**config.mk**
```make
export PLATFORM = sky130hd
export DESIGN_NAME = atsp_top
export DESIGN_NICKNAME = d
export VERILOG_FILES = /design/src/atsp_pkg.sv /design/src/atsp_cfg_if.sv /design/src/atsp_top.sv /design/src/atsp_tx.sv /design/src/atsp_rx.sv
export VERILOG_INCLUDE_DIRS = /design/src
export SDC_FILE = /design/constraint.sdc
export NUM_CORES = 1
export LEC_CHECK = 0
export ABC_CLOCK_PERIOD_IN_PS = 5530
export BUFFER_PORTS_ARGS = -buffer_cell sky130_fd_sc_hd__buf_2
export CAP_MARGIN = 20
export CORE_MARGIN = 2
export CORE_UTILIZATION = 65
export DETAILED_ROUTE_END_ITERATION = 10
export PLACE_DENSITY = 0.86
export REMOVE_ABC_BUFFERS = 1
export SETUP_SLACK_MARGIN = 0.3
export SYNTH_ARGS = -nofsm -noshare
export SYNTH_HDL_FRONTEND = slang
export SYNTH_SLANG_ARGS = --single-unit
```
**constraint.sdc**
```tcl
create_clock -name clk_in -period 5.53 [get_ports clk_in]
set_input_delay 1.106 -clock clk_in [delete_from_list [all_inputs] [get_ports clk_in]]
set_output_delay 1.106 -clock clk_in [all_outputs]
set_load 0.01 [all_outputs]
```
**src/atsp_params.svh**
```systemverilog
// Purpose: constants of the async terminal serial port
// Assumes: 125 MHz system clock
// Notes: offsets are the low three bits of the device number
`ifndef ATSP_PARAMS_SVH
`define ATSP_PARAMS_SVH
`define ATSP_OFF_RX_DATA 3'h0
`define ATSP_OFF_RATE 3'h1
`define ATSP_OFF_IN_STAT 3'h2
`define ATSP_OFF_IN_CTRL 3'h3
`define ATSP_OFF_ZERO 3'h4
`define ATSP_OFF_TX_DATA 3'h5
`define ATSP_OFF_OUT_STAT 3'h6
`define ATSP_OFF_OUT_CTRL 3'h7
`define ATSP_B_IE 0
`define ATSP_B_TEST 3
`define ATSP_B_RDY 3
`define ATSP_B_ERR 4
`define ATSP_B_FRM 5
`define ATSP_B_PAR 6
`define ATSP_B_OVR 7
`define ATSP_B_LEN_LO 11
`define ATSP_B_LEN_HI 12
`define ATSP_B_STOP1 13
`define ATSP_B_PAR_EN 14
`define ATSP_CTRL_RST 16'h0000
`define ATSP_CLK_HZ 125000000
`define ATSP_BAUD 9600
`define ATSP_BIT_CYCLES (`ATSP_CLK_HZ / `ATSP_BAUD)
`endif

```
**src/atsp_pkg.sv**
```systemverilog
// Purpose: types of the async terminal serial port
// Assumes: nothing
// Notes: state encodings are left to the tools
package atsp_pkg;
  typedef enum {TX_IDLE, TX_SEND} atsp_tx_st_t;
  typedef enum {RX_IDLE, RX_START, RX_BITS, RX_STOP} atsp_rx_st_t;
  typedef logic [1:0] atsp_len_t;
endpackage

```
**src/atsp_cfg_if.sv**
```systemverilog
// Purpose: character format shared by both channels
// Assumes: driven from the input control word
// Notes: len 0..3 means 8..5 data bits
`timescale 1ns/100ps
interface atsp_cfg_if;
  import atsp_pkg::*;
  atsp_len_t len; // character length code
  logic stop1; // one stop bit
  logic par_en; // even parity on
  modport src (output len, output stop1, output par_en);
  modport dst (input len, input stop1, input par_en);
endinterface

```
**src/atsp_top.sv**
```systemverilog
// Purpose: async terminal serial port, register side and channels
// Assumes: caller decodes the device base, gives the low 3 bits
// Notes: read answers one cycle after the read strobe
`timescale 1ns/100ps
`include "atsp_params.svh"
module atsp_top #(
  parameter int BIT_CYCLES = `ATSP_BIT_CYCLES,
  parameter logic [7:0] IDENT_CODE = 8'h2a // arbitrary value
) (
  input wire logic clk_in,
  input wire logic rst_n_in,
  input wire logic [2:0] iox_addr_in,
  input wire logic iox_rd_in,
  input wire logic iox_wr_in,
  input wire logic [15:0] iox_wdata_in,
  output logic [15:0] iox_rdata_out,
  input wire logic console_monitor_mode_in,
  input wire logic test_mode_group_in,
  output logic test_mode_out,
  input wire logic rxd_in,
  output logic txd_out,
  output logic irq_lvl12_out,
  output logic irq_lvl10_out,
  output logic [7:0] ident_code_out
);
  import atsp_pkg::*;

  localparam int HALF = BIT_CYCLES / 2; // half-bit timer
  // reset value of both control words, named so its fields can be picked
  localparam logic [15:0] CTRL_RST = `ATSP_CTRL_RST;

  // strobes decoded per offset
  logic rd_data; // read of receive data
  logic wr_in_ctrl; // write of input control
  logic wr_tx; // write of transmit data
  logic wr_out_ctrl; // write of output control

  // input control word fields
  logic ie_in_r, ie_in_nxt; // receive interrupt enable
  logic test_r, test_nxt; // loopback test
  atsp_len_t len_r, len_nxt; // character length code
  logic stop1_r, stop1_nxt; // one stop bit
  logic par_en_r, par_en_nxt; // parity on
  // output control word
  logic ie_out_r, ie_out_nxt; // transmit interrupt enable

  // receive side state
  logic [7:0] rx_data_r, rx_data_nxt; // last character
  logic avail_r, avail_nxt; // character waiting
  logic frm_r, frm_nxt; // framing error
  logic par_r, par_nxt; // parity error
  logic ovr_r, ovr_nxt; // overrun

  // transmit holding buffer
  logic [7:0] hold_r, hold_nxt;
  logic full_r, full_nxt;

  // read answer
  logic [15:0] rdata_r, rdata_nxt;

  // receiver outputs
  logic rx_done; // one-cycle pulse per character
  logic [7:0] rx_char; // masked character
  logic rx_frm; // stop bit missing
  logic rx_par; // odd parity seen

  // transmitter handshake
  logic tx_ready; // sender idle
  logic tx_take; // holding moves to sender
  logic txd; // serial out
  logic rx_line; // what the receiver hears
  logic test_any; // own or group test

  // status words as seen by a read
  logic [15:0] stat_in;
  logic [15:0] stat_out;

  // shared character format
  atsp_cfg_if cfg_if ();

  assign cfg_if.len = len_r;
  assign cfg_if.stop1 = stop1_r;
  assign cfg_if.par_en = par_en_r;

  // offset decode; writes to read-only offsets are dropped
  assign rd_data = iox_rd_in && (iox_addr_in == `ATSP_OFF_RX_DATA);
  assign wr_in_ctrl = iox_wr_in && (iox_addr_in == `ATSP_OFF_IN_CTRL);
  assign wr_tx = iox_wr_in && (iox_addr_in == `ATSP_OFF_TX_DATA);
  assign wr_out_ctrl = iox_wr_in && (iox_addr_in == `ATSP_OFF_OUT_CTRL);

  // test mode from any interface of the group loops us too
  assign test_any = test_r | test_mode_group_in;
  assign test_mode_out = test_r;
  // loopback keeps driving the line so a terminal still sees it
  assign rx_line = test_any ? txd : rxd_in;
  assign txd_out = txd;

  // input status word
  always_comb begin
    stat_in = 16'h0000;
    stat_in[`ATSP_B_IE] = ie_in_r;
    stat_in[`ATSP_B_RDY] = avail_r & ~console_monitor_mode_in;
    stat_in[`ATSP_B_FRM] = frm_r;
    stat_in[`ATSP_B_PAR] = par_r;
    stat_in[`ATSP_B_OVR] = ovr_r;
    stat_in[`ATSP_B_ERR] = frm_r | par_r | ovr_r;
  end

  // output status word
  always_comb begin
    stat_out = 16'h0000;
    stat_out[`ATSP_B_IE] = ie_out_r;
    stat_out[`ATSP_B_RDY] = ~full_r;
  end

  // interrupt requests, one per channel level
  assign irq_lvl12_out = stat_in[`ATSP_B_RDY] & ie_in_r;
  assign irq_lvl10_out = stat_out[`ATSP_B_RDY] & ie_out_r;
  // one ident serves both channels
  assign ident_code_out = IDENT_CODE;

  // control words: next values
  always_comb begin
    ie_in_nxt = ie_in_r;
    test_nxt = test_r;
    len_nxt = len_r;
    stop1_nxt = stop1_r;
    par_en_nxt = par_en_r;
    ie_out_nxt = ie_out_r;
    if (wr_in_ctrl) begin
      ie_in_nxt = iox_wdata_in[`ATSP_B_IE];
      test_nxt = iox_wdata_in[`ATSP_B_TEST];
      len_nxt = iox_wdata_in[`ATSP_B_LEN_HI:`ATSP_B_LEN_LO];
      stop1_nxt = iox_wdata_in[`ATSP_B_STOP1];
      par_en_nxt = iox_wdata_in[`ATSP_B_PAR_EN];
    end
    if (wr_out_ctrl) begin
      ie_out_nxt = iox_wdata_in[`ATSP_B_IE];
    end
  end

  // control words: registers
  always_ff @(posedge clk_in or negedge rst_n_in) begin
    if (!rst_n_in) begin
      ie_in_r <= CTRL_RST[`ATSP_B_IE];
      test_r <= CTRL_RST[`ATSP_B_TEST];
      len_r <= CTRL_RST[`ATSP_B_LEN_HI:`ATSP_B_LEN_LO];
      stop1_r <= CTRL_RST[`ATSP_B_STOP1];
      par_en_r <= CTRL_RST[`ATSP_B_PAR_EN];
      ie_out_r <= CTRL_RST[`ATSP_B_IE];
    end else begin
      ie_in_r <= ie_in_nxt;
      test_r <= test_nxt;
      len_r <= len_nxt;
      stop1_r <= stop1_nxt;
      par_en_r <= par_en_nxt;
      ie_out_r <= ie_out_nxt;
    end
  end

  // receive buffer: a new character wins over a clearing read
  always_comb begin
    rx_data_nxt = rx_data_r;
    avail_nxt = avail_r;
    frm_nxt = frm_r;
    par_nxt = par_r;
    ovr_nxt = ovr_r;
    // monitor mode reads leave the flag alone
    if (rd_data && !console_monitor_mode_in) begin
      avail_nxt = 1'b0;
      ovr_nxt = 1'b0;
    end
    if (rx_done) begin
      rx_data_nxt = rx_char;
      avail_nxt = 1'b1;
      frm_nxt = rx_frm;
      par_nxt = rx_par;
      // unread character overwritten, unless read this cycle
      if (avail_r && !(rd_data && !console_monitor_mode_in)) begin
        ovr_nxt = 1'b1;
      end
    end
  end

  // receive buffer: registers
  always_ff @(posedge clk_in or negedge rst_n_in) begin
    if (!rst_n_in) begin
      rx_data_r <= 8'h00;
      avail_r <= 1'b0;
      frm_r <= 1'b0;
      par_r <= 1'b0;
      ovr_r <= 1'b0;
    end else begin
      rx_data_r <= rx_data_nxt;
      avail_r <= avail_nxt;
      frm_r <= frm_nxt;
      par_r <= par_nxt;
      ovr_r <= ovr_nxt;
    end
  end

  // holding buffer; a write while full is ignored
  assign tx_take = full_r & tx_ready;
  always_comb begin
    hold_nxt = hold_r;
    full_nxt = full_r;
    if (tx_take) begin
      full_nxt = 1'b0;
    end
    if (wr_tx && !full_r) begin
      hold_nxt = iox_wdata_in[7:0];
      full_nxt = 1'b1;
    end
  end

  // holding buffer: registers
  always_ff @(posedge clk_in or negedge rst_n_in) begin
    if (!rst_n_in) begin
      hold_r <= 8'h00;
      full_r <= 1'b0;
    end else begin
      hold_r <= hold_nxt;
      full_r <= full_nxt;
    end
  end

  // read mux, registered; unmapped offsets read zero
  always_comb begin
    rdata_nxt = rdata_r;
    if (iox_rd_in) begin
      case (iox_addr_in)
        `ATSP_OFF_RX_DATA: rdata_nxt = {8'h00, rx_data_r};
        `ATSP_OFF_IN_STAT: rdata_nxt = stat_in;
        `ATSP_OFF_OUT_STAT: rdata_nxt = stat_out;
        `ATSP_OFF_ZERO: rdata_nxt = 16'h0000;
        default: rdata_nxt = 16'h0000;
      endcase
    end
  end

  // read answer register
  always_ff @(posedge clk_in or negedge rst_n_in) begin
    if (!rst_n_in) begin
      rdata_r <= 16'h0000;
    end else begin
      rdata_r <= rdata_nxt;
    end
  end
  assign iox_rdata_out = rdata_r;

  // receiver: hears the line or the looped transmitter
  atsp_rx #(
    .HALF(HALF),
    .FULL(BIT_CYCLES)
  ) u_rx (
    .clk_in(clk_in),
    .rst_n_in(rst_n_in),
    .cfg(cfg_if.dst),
    .rxd_in(rx_line),
    .done_out(rx_done),
    .data_out(rx_char),
    .frm_err_out(rx_frm),
    .par_err_out(rx_par)
  );

  // transmitter: same format as the receiver
  atsp_tx #(
    .HALF(HALF)
  ) u_tx (
    .clk_in(clk_in),
    .rst_n_in(rst_n_in),
    .cfg(cfg_if.dst),
    .valid_in(full_r),
    .data_in(hold_r),
    .ready_out(tx_ready),
    .txd_out(txd)
  );
endmodule

```
**src/atsp_tx.sv**
```systemverilog
// Purpose: serial transmitter of one character frame
// Assumes: half-bit timing, line idles high
// Notes: stop time counted in halves for the 1.5 case
`timescale 1ns/100ps
module atsp_tx #(
  parameter int HALF = 6510
) (
  input wire logic clk_in,
  input wire logic rst_n_in,
  atsp_cfg_if.dst cfg,
  input wire logic valid_in,
  input wire logic [7:0] data_in,
  output logic ready_out,
  output logic txd_out
);
  import atsp_pkg::*;
  atsp_tx_st_t st_r, st_nxt; // sender state
  logic [11:0] sh_r, sh_nxt; // frame, lsb on the line
  logic [4:0] halves_r, halves_nxt; // half bits left
  logic [15:0] tim_r, tim_nxt; // half-bit timer
  logic ph_r, ph_nxt; // second half of a bit
  logic [3:0] nb; // data bit count
  logic [4:0] stop_h; // stop length in halves
  logic par; // even parity bit
  // next state: frame build on accept, shift per bit
  always_comb begin
    st_nxt = st_r;
    sh_nxt = sh_r;
    halves_nxt = halves_r;
    tim_nxt = tim_r;
    ph_nxt = ph_r;
    nb = 4'd8 - {2'b00, cfg.len};
    par = ^(data_in & ~(8'hff << nb));
    stop_h = cfg.stop1 ? 5'd2 : ((nb == 4'd5) ? 5'd3 : 5'd4);
    case (st_r)
      TX_IDLE: begin
        if (valid_in) begin
          // start automatically on load
          st_nxt = TX_SEND;
          sh_nxt = 12'hfff;
          sh_nxt[0] = 1'b0;
          for (int i = 0; i < 8; i++) begin
            if (i < int'(nb)) sh_nxt[i + 1] = data_in[i];
          end
          if (cfg.par_en) sh_nxt[nb + 4'd1] = par;
          halves_nxt = 5'((nb + 4'(cfg.par_en) + 4'd1) * 2) + stop_h;
          tim_nxt = 16'(HALF - 1);
          ph_nxt = 1'b0;
        end
      end
      TX_SEND: begin
        if (tim_r == 16'h0000) begin
          tim_nxt = 16'(HALF - 1);
          halves_nxt = halves_r - 5'd1;
          ph_nxt = ~ph_r;
          if (ph_r) sh_nxt = {1'b1, sh_r[11:1]};
          if (halves_r == 5'd1) st_nxt = TX_IDLE;
        end else begin
          tim_nxt = tim_r - 16'h0001;
        end
      end
      default: st_nxt = TX_IDLE;
    endcase
  end
  // registers only
  always_ff @(posedge clk_in or negedge rst_n_in) begin
    if (!rst_n_in) begin
      st_r <= TX_IDLE;
      sh_r <= 12'hfff;
      halves_r <= 5'h00;
      tim_r <= 16'h0000;
      ph_r <= 1'b0;
    end else begin
      st_r <= st_nxt;
      sh_r <= sh_nxt;
      halves_r <= halves_nxt;
      tim_r <= tim_nxt;
      ph_r <= ph_nxt;
    end
  end
  assign ready_out = (st_r == TX_IDLE);
  assign txd_out = (st_r == TX_SEND) ? sh_r[0] : 1'b1;
endmodule

```
**src/atsp_rx.sv**
```systemverilog
// Purpose: serial receiver, mid-bit sampling
// Assumes: line synchronous to clk_in
// Notes: a start bit shorter than half a bit is dropped
`timescale 1ns/100ps
module atsp_rx #(
  parameter int HALF = 6510,
  parameter int FULL = 13020
) (
  input wire logic clk_in,
  input wire logic rst_n_in,
  atsp_cfg_if.dst cfg,
  input wire logic rxd_in,
  output logic done_out,
  output logic [7:0] data_out,
  output logic frm_err_out,
  output logic par_err_out
);
  import atsp_pkg::*;
  atsp_rx_st_t st_r, st_nxt; // receiver state
  logic [15:0] tim_r, tim_nxt; // bit timer
  logic [3:0] idx_r, idx_nxt; // bit index
  logic [8:0] bits_r, bits_nxt; // data plus parity
  logic done_r, done_nxt;
  logic [7:0] data_r, data_nxt;
  logic frm_r, frm_nxt;
  logic par_r, par_nxt;
  logic [3:0] nb; // data bits
  logic [3:0] nt; // data plus parity bits
  // next state: always armed, no software start
  always_comb begin
    st_nxt = st_r;
    tim_nxt = tim_r;
    idx_nxt = idx_r;
    bits_nxt = bits_r;
    done_nxt = 1'b0;
    data_nxt = data_r;
    frm_nxt = frm_r;
    par_nxt = par_r;
    nb = 4'd8 - {2'b00, cfg.len};
    nt = nb + {3'b000, cfg.par_en};
    case (st_r)
      RX_IDLE: begin
        if (!rxd_in) begin
          st_nxt = RX_START;
          tim_nxt = 16'(HALF - 1);
        end
      end
      RX_START: begin
        if (tim_r != 16'h0000) begin
          tim_nxt = tim_r - 16'h0001;
        end else if (rxd_in) begin
          st_nxt = RX_IDLE; // false start
        end else begin
          st_nxt = RX_BITS;
          tim_nxt = 16'(FULL - 1);
          idx_nxt = 4'h0;
          bits_nxt = 9'h000;
        end
      end
      RX_BITS: begin
        if (tim_r != 16'h0000) begin
          tim_nxt = tim_r - 16'h0001;
        end else begin
          bits_nxt[idx_r] = rxd_in;
          idx_nxt = idx_r + 4'h1;
          tim_nxt = 16'(FULL - 1);
          if (idx_r == nt - 4'h1) st_nxt = RX_STOP;
        end
      end
      RX_STOP: begin
        if (tim_r != 16'h0000) begin
          tim_nxt = tim_r - 16'h0001;
        end else begin
          st_nxt = RX_IDLE;
          done_nxt = 1'b1;
          data_nxt = bits_r[7:0] & ~(8'hff << nb);
          par_nxt = cfg.par_en & (^(bits_r & ~(9'h1ff << nt)));
          frm_nxt = ~rxd_in;
        end
      end
      default: st_nxt = RX_IDLE;
    endcase
  end
  // registers only
  always_ff @(posedge clk_in or negedge rst_n_in) begin
    if (!rst_n_in) begin
      st_r <= RX_IDLE;
      tim_r <= 16'h0000;
      idx_r <= 4'h0;
      bits_r <= 9'h000;
      done_r <= 1'b0;
      data_r <= 8'h00;
      frm_r <= 1'b0;
      par_r <= 1'b0;
    end else begin
      st_r <= st_nxt;
      tim_r <= tim_nxt;
      idx_r <= idx_nxt;
      bits_r <= bits_nxt;
      done_r <= done_nxt;
      data_r <= data_nxt;
      frm_r <= frm_nxt;
      par_r <= par_nxt;
    end
  end
  assign done_out = done_r;
  assign data_out = data_r;
  assign frm_err_out = frm_r;
  assign par_err_out = par_r;
endmodule

```
## Word-level counts from Yosys, hierarchy flattened

Index checks and enable logic that the tools add are counted.

- Register bits after elaboration: 182
- Bits of input ports: 26
- Output and inout port bits: 28
- Word-level logic and storage cells: 211

- Add/subtract/negate cells: 11
- Order comparisons: 12
- Equal/unequal tests: 25
- Shifts and indexed selects: 2
- Multiplexer cells: 83
- Bitwise logic cells: 18
- Reductions and logical operators: 33

Operators by type and width:

| kind | count |
|---|---|
| $mux W32 | 8 |
| $pmux W32 S4 | 1 |
| $mux W16 | 7 |
| $eq A32 B2 Y1 const B | 3 |
| $logic_not A32 Y1 | 3 |
| $eq A32 B1 Y1 const B | 2 |
| $pmux W16 S4 | 1 |
| $pmux W32 S2 | 1 |
| $mux W12 | 4 |
| $mux W1 | 39 |
| $pmux W16 S2 | 1 |
| $sub A16 B1 Y16 const B | 2 |
| $mux W9 | 3 |
| $pmux W12 S2 | 1 |
| $pmux W8 S3 | 1 |
| $pmux W9 S2 | 1 |
| $and A8 B8 Y8 | 2 |
| $logic_not A16 Y1 | 1 |
| $lt A3 B4 Y1 const A | 4 |
| $reduce_bool A16 Y1 | 1 |
| $mux W5 | 3 |
| $add A4 B1 Y4 const B | 3 |
| $bwmux W12 | 1 |
| $mux W4 | 3 |
| other kinds (43) | 88 |

## Longest topological paths before layout

Gate-level depths: netlist of the first run.

- Word-level depth: 10
- Gate-level depth with buffers: 12
- Gate-level depth less buffers: 11

## Modules after synthesis

Synthesis of the first run repeated with hierarchy kept, for this count alone.

- Cell total of the unflattened synthesis: 728
- Area, all modules: 6,910.4 um2

Modules (own cells, without submodules):

| module | times used | cells each | area each (um2) | seq. area each (um2) |
|---|---|---|---|---|
| atsp_rx | 1 | 319 | 2,772.7 | 1,051.0 |
| atsp_tx | 1 | 272 | 2,443.6 | 890.9 |
| atsp_top | 1 | 137 | 1,694.1 | 900.9 |

## Worst setup path before layout of the first run

Ideal clock, no wire load.

- Path type: reg2reg
- From: register len_r[0], in the netlist cfg_if.len[0]
- To: register u_rx.par_r, in the netlist u_rx.par_err_out
- Setup time: 0.069 ns
- Data arrival time: 2.917 ns
- Required time: 5.461 ns
- Path slack: 2.544 ns
- Stages on the path, launching flop included: 13
- Buffers on the path: 1
- Clock period less this slack: 2.986 ns
- Cell sequence: dfrtp_1 > inv_1 > ha_1 > and3b_1 > or2_1 > buf_2 > ha_1 > nor3b_1 > o22ai_1 > and3_1 > o211a_1 > or4_1 > nand3_1

- Word-level cells in the longest chain between the ends: 7

RTL lines:

| item | RTL line | text |
|---|---|---|
| start: declaration | atsp_top.sv:41 | `atsp_len_t len_r, len_nxt;` |
| start signal: assignment | atsp_top.sv:147 | `` len_r <= CTRL_RST[`ATSP_B_LEN_HI:`ATSP_B_LEN_LO]; `` |
| start signal: assignment | atsp_top.sv:154 | `len_r <= len_nxt;` |
| $sub A4 B2 Y4 | atsp_rx.sv:39 | `nb = 4'd8 - {2'b00, cfg.len};` |
| $add A4 B1 Y4 | atsp_rx.sv:40 | `nt = nb + {3'b000, cfg.par_en};` |
| $shl A9 B4 Y9 | atsp_rx.sv:77 | `par_nxt = cfg.par_en & (^(bits_r & ~(9'h1ff << nt)));` |
| $not A9 Y9 | atsp_rx.sv:77 |  |
| $and A9 B9 Y9 | atsp_rx.sv:77 |  |
| $reduce_xor A9 Y1 | atsp_rx.sv:77 |  |
| $and A1 B1 Y1 | atsp_rx.sv:77 |  |
| end signal: assignment | atsp_rx.sv:103 | `par_r <= par_nxt;` |
| end: declaration | atsp_rx.sv:26 | `logic par_r, par_nxt;` |

Every way passes these cells.
A chain may end at the register's enable or synchronous reset.

## Worst setup path after layout of the first run

Ends and elaborated chain as after synthesis.

==> summary.txt, run 1 <==
Global route
  • Vias in the first global route: 5475
  • Global-route wire length before repair: 27.1 mm
  • Total congestion overflow: 0
  • Antenna violations before repair: 0
  • Total track usage: 0.307
  • Maximum number of pins on one net before global-route repair: 75

Worst setup path
  • Setup CP Type: flop to flop
  • Reg2reg start: cfg_if.len[0]
  • Endpoint type of the worst setup path: flop
  • R2r endpoint: u_rx.par_err_out
  • Arrival time of the worst setup path: 3890 ps
  • Worst setup slack for register-to-register paths: 2110 ps
  • Top fanout value on the critical path: 12
  • Worst setup path startpoint: cfg_if.len[0]
  • Timing endpoint of the critical path: u_rx.par_err_out
  • WP data required: 6000 ps
  • Worst reg2reg path depth: 11
  • Launching element type of the critical path: flop

Die
  • I/O pin count: 54
  • Starting density of the core: 0.661
  • Num rows: 37
  • Core Region: 10200 µm²
  • Die boundary height: 106 µm
  • Die boundary width: 106 µm
  • Overall die area: 11200 µm²

Synth
  • Post-synthesis cell area: 6730 µm²
  • Number of synthesized flops with an enable pin: 0
  • Share of flip-flops with an asynchronous set or reset after synthesis: 1.00
  • Post-synthesis instance total: 681
  • Leading cell types by total area after synthesis: dfrtp_1 (38%), mux2_2 (6.9%), ha_1 (5.9%)
  • Number of unique standard cell types used by synthesis: 81
  • Flops & latches, synth: 113
  • Area leader, netlist: dfrtp_1
  • Mean cell area of the mapped netlist: 9.88 µm²
  • Post-synthesis sequential area ratio: 0.422
  • YS warnings: 0
  • Main flop type after synthesis: dfrtp_1
  • Synth top area share: 0.375

Layout
  • Area grow syn2layout: 10.7%
  • Layout cell share with drive strength beyond 1: 0.199
  • Fill cell instance count of the final layout: 675
  • Final cell utilization of the core: 0.732
  • N_diodes: 0
  • Final #Nets: 767
  • Fin area: 7450 µm²
  • Most frequent standard cell in the layout excluding fill and tap cells: dfrtp_1
  • Most frequent cells in the layout: dfrtp_1 (101), nand2_1 (54), o21ai_0 (48)

Drt
  • Total detailed-routing wirelength: 16.3 mm
  • Via-to-Cell Ratio: 6.41
  • First-iteration detailed-routing DRC count: 540
  • Pre-Repair DR Iteration Count: 7
  • Detailed-route wire length per cell: 19.1 µm
  • Number of vias after detailed routing: 5489
  • DRC: 0
  • Count of antenna-violating nets left after detailed routing: 0

CTS
  • CTS tree: built
  • Clock H-tree levels: 4
  • Post-CTS Setup Inserts: 0
  • Clock-pin slew reported for the worst setup and hold paths after clock tree synthesis: 60 ps
  • Clock latency of the later-clocked register in the worst-skew pair: 530 ps
  • CTS Hold Buffers Added: 0
  • Resized cells post-CTS: 0
  • Cell at the root of the clock tree: clkbuf_8
  • Buffer levels on the longest clock path: 2
  • Num CTS Buffers: 17
  • Number of clock sinks: 113

STA
  • Max transition margin: 0.343
  • Worst-margin pin slew: 976 ps
  • Layout Skew: 6.60 ps
  • Final worst path period need: 3420 ps
  • Unrepaired setup endpoints after global routing: false
  • Min setup slack post-route: 2110 ps
  • Hold Violations, Final: 0
  • Highest attainable clock frequency: 292 MHz
  • Setup TNS: 0 ps
  • Final number of setup-violating endpoints: 0
  • Period utilisation layout: 0.619
  • Final-report max-slew violation count: 0

Power
  • P_leak: 0.00329 µW
  • Highest ir drop seen on vdd: 0.236 mV
  • Total power per unit cell area: 381 nW/µm²
  • Post-route total power: 2840 µW

Job
  • Max capacitance violation total: 0

Placed design
  • Cell area reported after detailed placement: 6900 µm²
  • Count of buffers inserted at the top-level ports: 33
  • Final weighted congestion in routability-driven placement: 0.932
  • Placement Setup Slack: 2270 ps
  • HPWL Detailed: 10.6 mm

Worst hold path
  • Class of the worst hold path: flop to flop
  • Worst hold path startpoint: u_rx.par_err_out

Run status
  • Result of the run: completed
[kinds of logic after synthesis]
group	Yosys count	share of synthesized area
multiplexers	45	0.0745
AO/OA/AOI/OAI	197	0.196
other	2	0.00112
AND/OR/NAND/NOR	189	0.156
adder cells (fa/ha/maj)	34	0.0654
XOR/XNOR	18	0.0255
buffers and inverters	83	0.0584
flip-flops	113	0.422
[stage by stage]
| step | hold slack [ps] | std cells |
|---|---|---|
| detailed placement | 470 | 824 |
| floorplan | 443 | 653 |
| global route | 510 | 856 |
| global placement | 461 | 824 |
| finish | 489 | 856 |
| CTS | 483 | 856 |
[worst min path at each step]
stage / depth (start not counted) / endpoint / slack [ps]
after global routing: 2 / u_rx.par_err_out / 510
after detailed placement: 2 / u_rx.data_out[4] / 470
after floorplan: 2 / u_rx.data_out[5] / 440
final: 2 / u_rx.par_err_out / 490
after global placement: 2 / u_rx.frm_err_out / 460
after CTS: 2 / u_rx.data_out[4] / 480
[synth_stat cells (5+ instances only)]
| library cell | number |
|---|---|
| nor3_1 | 16 |
| nor4_1 | 6 |
| a22o_1 | 13 |
| mux2_2 | 41 |
| nand3_1 | 14 |
| and3_1 | 6 |
| clkbuf_1 | 12 |
| buf_2 | 8 |
| nand2b_1 | 6 |
| nor2_1 | 29 |
| dfstp_2 | 12 |
| o22ai_1 | 14 |
| buf_4 | 17 |
| o21ai_0 | 48 |
| ha_1 | 32 |
| or2_2 | 5 |
| nand2_1 | 54 |
| nor2b_1 | 10 |
| o31ai_1 | 11 |
| a21oi_1 | 43 |
| inv_1 | 41 |
| xor2_1 | 6 |
| a31oi_1 | 6 |
| dfrtp_1 | 101 |
| and2_1 | 5 |
| o211ai_1 | 5 |
| xnor2_1 | 11 |
[sequential cells by signal, indices dropped and copies added (netlist names), 2 cells and up]
signal / count
u_tx.sh_r: 12
hold_r: 8
u_tx.tim_r: 16
u_rx.bits_r: 9
u_rx.st_r: 2
iox_rdata_out: 8
u_rx.tim_r: 16
u_tx.halves_r: 5
u_rx.idx_r: 4
rx_data_r: 8
u_rx.data_out: 8
cfg_if.len: 2
[report_power, final]
| part | leakage, µW | internal (µW) | switching (µW) | total [µW] |
|---|---|---|---|---|
| sequential | 0.00142 | 955 | 135 | 1090 |
| combinational | 0.00161 | 304 | 426 | 730 |
| clock | 0.000267 | 619 | 403 | 1020 |
[per-layer routing]
metal,share of wire,global-route usage
met4,0.020,0.120
met5,0,0
met1,0.42,0.377
met2,0.51,0.524
met3,0.056,0.0724
[critical path, stage by stage, from the launching register on]
cell	delay, ps
dfrtp_1	470
inv_1	230
ha_1	440
a21boi_0	470
or2_1	270
ha_1	230
and2_1	140
o22ai_1	80
and3_1	190
o211a_1	220
or4_1	510
nand3_1	90
[area by class of cell]
class                           instances  area (µm²)  area share
Multi-Input combinational cell        499        3550       0.476
Tap cell                              136         170      0.0228
Sequential cell                       113        2840       0.381
Timing Repair Buffer                   35         183      0.0245
Clock buffer                           20         445      0.0598
Clock inverter                         12         111      0.0149
Inverter                               41         154      0.0206
No activity file was read; power rests on OpenSTA's default activity.
==> run 2, diff against run 1 <==
- ABC_CLOCK_PERIOD_IN_PS: 5530 -> 2760
- CORE_UTILIZATION: 65 -> 55
- PLACE_DENSITY: 0.86 -> 0.77
- clock period: 5.53 -> 2.76 ns (I/O delays scaled with it)
==> run 2 against run 1 <==
Effect of this change: global-route usage decreased by 5.8 points; critical endpoint unchanged; clock power is 120% higher; largest cell class unchanged; power rose by 120%; clock skew up 1.7 ps; flip-flop and latch count did not move; critical path type unchanged.
==> summary.txt, run 2 (synthesis gave the netlist of run 1 again) <==
Run status
  • Result of the run: completed

Power
  • Post-route total power: 6350 µW (+120%)
  • Highest ir drop seen on vdd: 0.429 mV (+82%)
  • P_leak: 0.00351 µW (+6.6%)
  • Total power per unit cell area: 792 nW/µm² (+110%)

Worst setup path
  • Reg2reg start: cfg_if.len[0]
  • Endpoint type of the worst setup path: flop
  • Arrival time of the worst setup path: 2960 ps (-930 ps)
  • Worst setup path startpoint: cfg_if.len[0]
  • Setup CP Type: flop to flop
  • Top fanout value on the critical path: 5 (-7)
  • Launching element type of the critical path: flop
  • WP data required: 3110 ps (-2890 ps)

Layout
  • Final #Nets: 800 (+4.3%)
  • Final cell utilization of the core: 0.671 (-0.0614)
  • Layout cell share with drive strength beyond 1: 0.279 (+0.0803)
  • Area grow syn2layout: 19.1%
  • Area taken by multi-input logic gates: 3790 µm² (+6.8%)
  • Register cell area after layout: 2840 µm² (about the same)
  • Fill cell instance count of the final layout: 896 (+33%)
  • N_diodes: 0 (unchanged)
  • Largest registers: u_rx.tim_r (16), u_tx.tim_r (16), u_tx.sh_r (12)
  • Fin area: 8020 µm² (+7.6%)
  • Most frequent standard cell in the layout excluding fill and tap cells: dfrtp_1
  • Most frequent cells in the layout: dfrtp_1 (100), nand2_1 (54), o21ai_0 (45)

STA
  • Max transition margin: 0.499 (+0.156)
  • Final-report max-slew violation count: 0 (unchanged)
  • Final worst path period need: 2610 ps (-811 ps)
  • Hold Violations, Final: 0 (unchanged)
  • Layout Skew: 8.34 ps (+1.74 ps)
  • Unrepaired setup endpoints after global routing: true
  • Period utilisation layout: 0.946 (+0.327)
  • Worst-margin pin slew: 748 ps (-229 ps)
  • Final number of setup-violating endpoints: 0 (unchanged)
  • Highest attainable clock frequency: 383 MHz (+31%)

Die
  • I/O pin count: 54 (unchanged)
  • Overall die area: 13100 µm² (+17%)
  • Die boundary width: 115 µm (+8.4%)
  • Num rows: 40 (+8.1%)
  • Core Region: 12000 µm² (+17%)
  • Die boundary height: 115 µm (+8.4%)
  • Starting density of the core: 0.563 (-0.0982)

CTS
  • Buffer levels on the longest clock path: 2 (unchanged)
  • Cell at the root of the clock tree: clkbuf_16
  • Clock-pin slew reported for the worst setup and hold paths after clock tree synthesis: 50 ps (about the same)
  • CTS Hold Buffers Added: 0 (unchanged)
  • Number of clock sinks: 113 (unchanged)
  • Clock H-tree levels: 4 (unchanged)
  • Clock latency of the later-clocked register in the worst-skew pair: 420 ps (-110 ps)
  • Num CTS Buffers: 17 (unchanged)
  • CTS tree: built

Drt
  • Count of antenna-violating nets left after detailed routing: 0 (unchanged)
  • DRC: 0 (unchanged)
  • Detailed-route wire length per cell: 17.8 µm (-6.8%)
  • Pre-Repair DR Iteration Count: 6 (-1)
  • Via-to-Cell Ratio: 6.22 (-3.0%)
  • Total detailed-routing wirelength: 16.0 mm (-2.0%)
  • First-iteration detailed-routing DRC count: 454 (-16%)
  • Number of vias after detailed routing: 5600 (+2.0%)

Global route
  • Antenna violations before repair: 0 (unchanged)
  • Total track usage: 0.249 (-0.0578)
  • Global-route wire length before repair: 26.0 mm (-4.2%)
  • Total congestion overflow: 0 (unchanged)
  • Maximum number of pins on one net before global-route repair: 66 (-12%)
  • Vias in the first global route: 5357 (-2.2%)

Job
  • Max capacitance violation total: 0 (unchanged)

Placed design
  • Cell area reported after detailed placement: 7100 µm² (+2.9%)
  • Count of buffers inserted at the top-level ports: 33 (unchanged)
  • Final weighted congestion in routability-driven placement: 0.889 (-4.6%)
  • HPWL Detailed: 10.7 mm (+1.1%)

Worst hold path
  • Class of the worst hold path: input pin to asynchronous set/reset pin
run 2: changes by cell type in the layout (fill, tap and decap cells not counted), moves of 6 or more:
cell   previous run  this run
buf_4             3        33
ha_1             32        23
ha_4              0         7
inv_1            41        35
inv_2             0         6
run 2: per-stage QoR:
stage	hold slack (ps)	worst slack (ps)	setup TNS, ps	std cells
global route	30.2	51.9	0	900
floorplan	256	-212	-212	653
CTS	24.5	224	0	893
detailed placement	453	-46.7	-46.7	858
global placement	447	16.4	0	858
finish	14.3	149	0	900
run 2: final cells by class:
cell class	count	area share
multi-input cells	500	0.473
flip-flops and latches	113	0.355
clock buffers	24	0.0601
repair buffers	67	0.0548
well taps	147	0.0229
inverters	41	0.0192
clock inverters	8	0.0159
run 2: where the power goes:
part	leakage (µW)	switching, µW	total (µW)	internal, µW
sequential	0.00142	255	2170	1920
combinational	0.00181	1010	1920	908
clock	0.000291	771	2260	1490
run 2: worst max-delay path, cell delays in order, from the launching register on:
cell      delay, ps
dfrtp_1         410
inv_2            90
ha_4            220
and3b_1         210
or2_4           270
ha_4            180
nor3b_4         200
o22ai_4         100
a21oi_2         200
a211oi_2         60
or4_1           540
nand3_1          80
run 2: worst paths after layout:
kind | endpoint | slack, ps | depth (start not counted)
worst max-delay path | u_rx.par_err_out | 150 | 11
worst min-delay path | u_tx.tim_r[11] | 10 | 1
worst max register to register | u_rx.par_err_out | 150 | 11
worst min register to register | u_rx.data_out[5] | 490 | 2
max in group asynchronous | u_tx.sh_r[6] | 2030 | 2
min in group clk_in | cfg_if.stop1 | 380 | 2
run 2: routing by layer:
metal	track usage	up-vias	routed length, µm
met5	0	-	0
met1	0.334	2765	7070
met4	0.0862	0	349
met2	0.399	214	7700
li1	-	2582	-
met3	0.0561	39	889
run 2: timing repair:
action,CTS,global route
pin swaps,12,10
setup endpoints to repair,14,29
setup buffers,2,7
gates cloned,1,0
resized for setup,27,25
==> run 3, diff against run 2 <==
- ABC_AREA: unset -> 1
==> run 3 against run 2 <==
Effect of this change: wire length fell by 3.3%; sequential share of layout area barely moved; final area barely moved; global-route usage fell by 0.68 points; largest power group unchanged; highest routed layer unchanged.
==> summary.txt, run 3 <==
Run status
  • Result of the run: completed

Die
  • Overall die area: 13700 µm² (+4.4%)
  • Core Region: 12600 µm² (+5.1%)
  • Die boundary height: 117 µm (+2.2%)
  • I/O pin count: 54 (unchanged)
  • Die boundary width: 117 µm (+2.2%)
  • Starting density of the core: 0.560 (-0.00288)
  • Num rows: 41 (+2.5%)

Drt
  • Number of vias after detailed routing: 6037 (+7.8%)
  • Count of antenna-violating nets left after detailed routing: 0 (unchanged)
  • Total detailed-routing wirelength: 15.5 mm (-3.3%)
  • Pre-Repair DR Iteration Count: 5 (-1)
  • DRC: 0 (unchanged)
  • Via-to-Cell Ratio: 5.19 (-17%)
  • Detailed-route wire length per cell: 13.3 µm (-25%)
  • First-iteration detailed-routing DRC count: 468 (+3.1%)

Worst setup path
  • Launching element type of the critical path: flop
  • Setup CP Type: flop to flop
  • Top fanout value on the critical path: 6 (+1)
  • Worst setup slack for register-to-register paths: 460 ps (+310 ps)
  • Worst reg2reg path depth: 10 (-1)
  • R2r endpoint: u_tx.halves_r[3]
  • WP data required: 3040 ps (-70 ps)
  • Arrival time of the worst setup path: 2580 ps (-380 ps)
  • Reg2reg start: cfg_if.len[0]
  • Endpoint type of the worst setup path: flop

CTS
  • Num CTS Buffers: 17 (unchanged)
  • CTS tree: built
  • Clock H-tree levels: 4 (unchanged)
  • Clock latency of the later-clocked register in the worst-skew pair: 410 ps (about the same)
  • Clock-pin slew reported for the worst setup and hold paths after clock tree synthesis: 50 ps (about the same)
  • Number of clock sinks: 113 (unchanged)
  • Buffer levels on the longest clock path: 2 (unchanged)
  • CTS Hold Buffers Added: 0 (unchanged)
  • Cell at the root of the clock tree: clkbuf_16

Layout
  • Layout cell share with drive strength beyond 1: 0.140 (-0.139)
  • Largest registers: u_rx.tim_r (16), u_tx.tim_r (16), u_tx.sh_r (12)
  • N_diodes: 0 (unchanged)
  • Area grow syn2layout: 14.1%
  • Fin area: 8030 µm² (about the same)
  • Final #Nets: 1039 (+30%)
  • Most frequent standard cell in the layout excluding fill and tap cells: nand2_1
  • Most frequent cells in the layout: nand2_1 (239), inv_1 (118), dfrtp_1 (99)

Synth
  • Post-synthesis sequential area ratio: 0.404 (-0.0183)
  • Mean cell area of the mapped netlist: 7.49 µm² (-24%)
  • YS warnings: 0 (unchanged)
  • Leading cell types by total area after synthesis: dfrtp_1 (36%), nand2_1 (13%), inv_1 (6.3%)
  • Main flop type after synthesis: dfrtp_1
  • Post-synthesis instance total: 939 (+38%)
  • Commonest cells in the synthesized netlist: nand2_1 (241), inv_1 (119), dfrtp_1 (101)
  • Area leader, netlist: dfrtp_1
  • Share of flip-flops with an asynchronous set or reset after synthesis: 1.00 (unchanged)
  • Synth top area share: 0.359 (-0.0163)
  • Flops & latches, synth: 113 (unchanged)
  • Number of unique standard cell types used by synthesis: 45 (-44%)
  • Post-synthesis cell area: 7040 µm² (+4.5%)
  • Number of synthesized flops with an enable pin: 0 (unchanged)
  • Dominant cell by count in the synthesized netlist: nand2_1

STA
  • Period utilisation layout: 0.835 (-0.111)
  • Final-report max-slew violation count: 0 (unchanged)
  • Highest attainable clock frequency: 434 MHz (+13%)
  • Max transition margin: 0.584 (+0.0853)
  • Worst-margin pin slew: 624 ps (-124 ps)
  • Min setup slack post-route: 456 ps (+307 ps)
  • Final number of setup-violating endpoints: 0 (unchanged)
  • Final worst path period need: 2300 ps (-307 ps)
  • Layout Skew: 8.59 ps (+0.255 ps)
  • Hold Violations, Final: 0 (unchanged)
  • Unrepaired setup endpoints after global routing: true
  • Setup TNS: 0 ps (unchanged)
  • Worst hold slack after final layout: 136 ps (+121 ps)

Placed design
  • Count of buffers inserted at the top-level ports: 33 (unchanged)
  • Placement Setup Slack: 185 ps (+232 ps)
  • Final weighted congestion in routability-driven placement: 0.878 (-1.2%)
  • HPWL Detailed: 11.0 mm (+3.1%)
  • Cell area reported after detailed placement: 7310 µm² (+3.0%)

Global route
  • Total track usage: 0.242 (-0.00681)
  • Maximum number of pins on one net before global-route repair: 50 (-24%)
  • Antenna violations before repair: 0 (unchanged)
  • Total congestion overflow: 0 (unchanged)
  • Global-route wire length before repair: 26.1 mm (+0.48%)
  • Vias in the first global route: 5749 (+7.3%)

Power
  • P_leak: 0.00397 µW (+13%)
  • Highest ir drop seen on vdd: 0.630 mV (+47%)
  • Total power per unit cell area: 841 nW/µm² (+6.3%)
  • Post-route total power: 6750 µW (+6.4%)

Worst hold path
  • Class of the worst hold path: input pin to asynchronous set/reset pin

Job
  • Max capacitance violation total: 0 (unchanged)
## run 3: per-stage QoR
stage,utilization,cells
floorplan,-,912
global placement,0.582,1127
detailed placement,0.582,1127
CTS,0.635,1162
global route,0.639,1164
finish,0.639,1164
## run 3: timing repair
item | in CTS | in global routing
buffers inserted | 3 | 1
resized for setup | 2 | 7
pin swaps | 0 | 4
setup endpoints to repair | 13 | 12
hold endpoints to repair | 0 | 0
cloned | 0 | 1
## run 3: cells by family after synthesis
logic type	count (synthesis)	synth area share
flip-flops	113	0.404
multiplexers	11	0.0176
buffers and inverters	168	0.104
AO/OA/AOI/OAI	141	0.111
adder cells (fa/ha/maj)	34	0.0626
other	2	0.00107
AND/OR/NAND/NOR	447	0.272
XOR/XNOR	23	0.0286
## run 3: layout make-up
type | instances | area [µm²]
Timing Repair Buffer | 47 | 285
Multi-Input combinational cell | 673 | 3550
Fill cell | 1102 | 4540
Clock buffer | 22 | 464
Inverter | 127 | 485
Sequential cell | 113 | 2850
Tap cell | 172 | 215
Clock inverter | 10 | 183
## run 3: worst max path at each step
stage                       start          endpoint  slack, ps  cells past startpoint
floorplan           cfg_if.len[0]  u_rx.par_err_out        490                     19
global placement    cfg_if.len[0]  u_rx.par_err_out        290                     19
detailed placement  cfg_if.len[0]  u_rx.par_err_out        180                     19
CTS                 cfg_if.len[0]  u_tx.halves_r[3]        410                     10
global route        cfg_if.len[0]  u_rx.par_err_out        280                     17
finish              cfg_if.len[0]  u_tx.halves_r[3]        460                     10
## run 3: worst max-delay path: stages (launching register included)
cell	delay (ps)
dfrtp_2	420
buf_4	170
ha_1	290
nor2_2	210
inv_1	60
ha_1	220
fa_1	390
nand2_1	70
nand2_1	50
o221ai_1	160
o21ai_0	120
## run 3: metal layers
layer  wire length (µm)  vias up  share of wire  track usage
met4                278        0          0.018       0.0855
met2               7390      152           0.48        0.405
met3                768       28          0.050       0.0546
met1               7030     2811           0.45        0.310
li1                   -     3046              -            -
met5                  0        -              0            0
## run 3: report_power, final
| group | internal, µW | switching (µW) |
|---|---|---|
| registers | 1860 | 214 |
| logic | 775 | 1520 |
| clock network | 1650 | 746 |
| total | 4280 | 2480 |
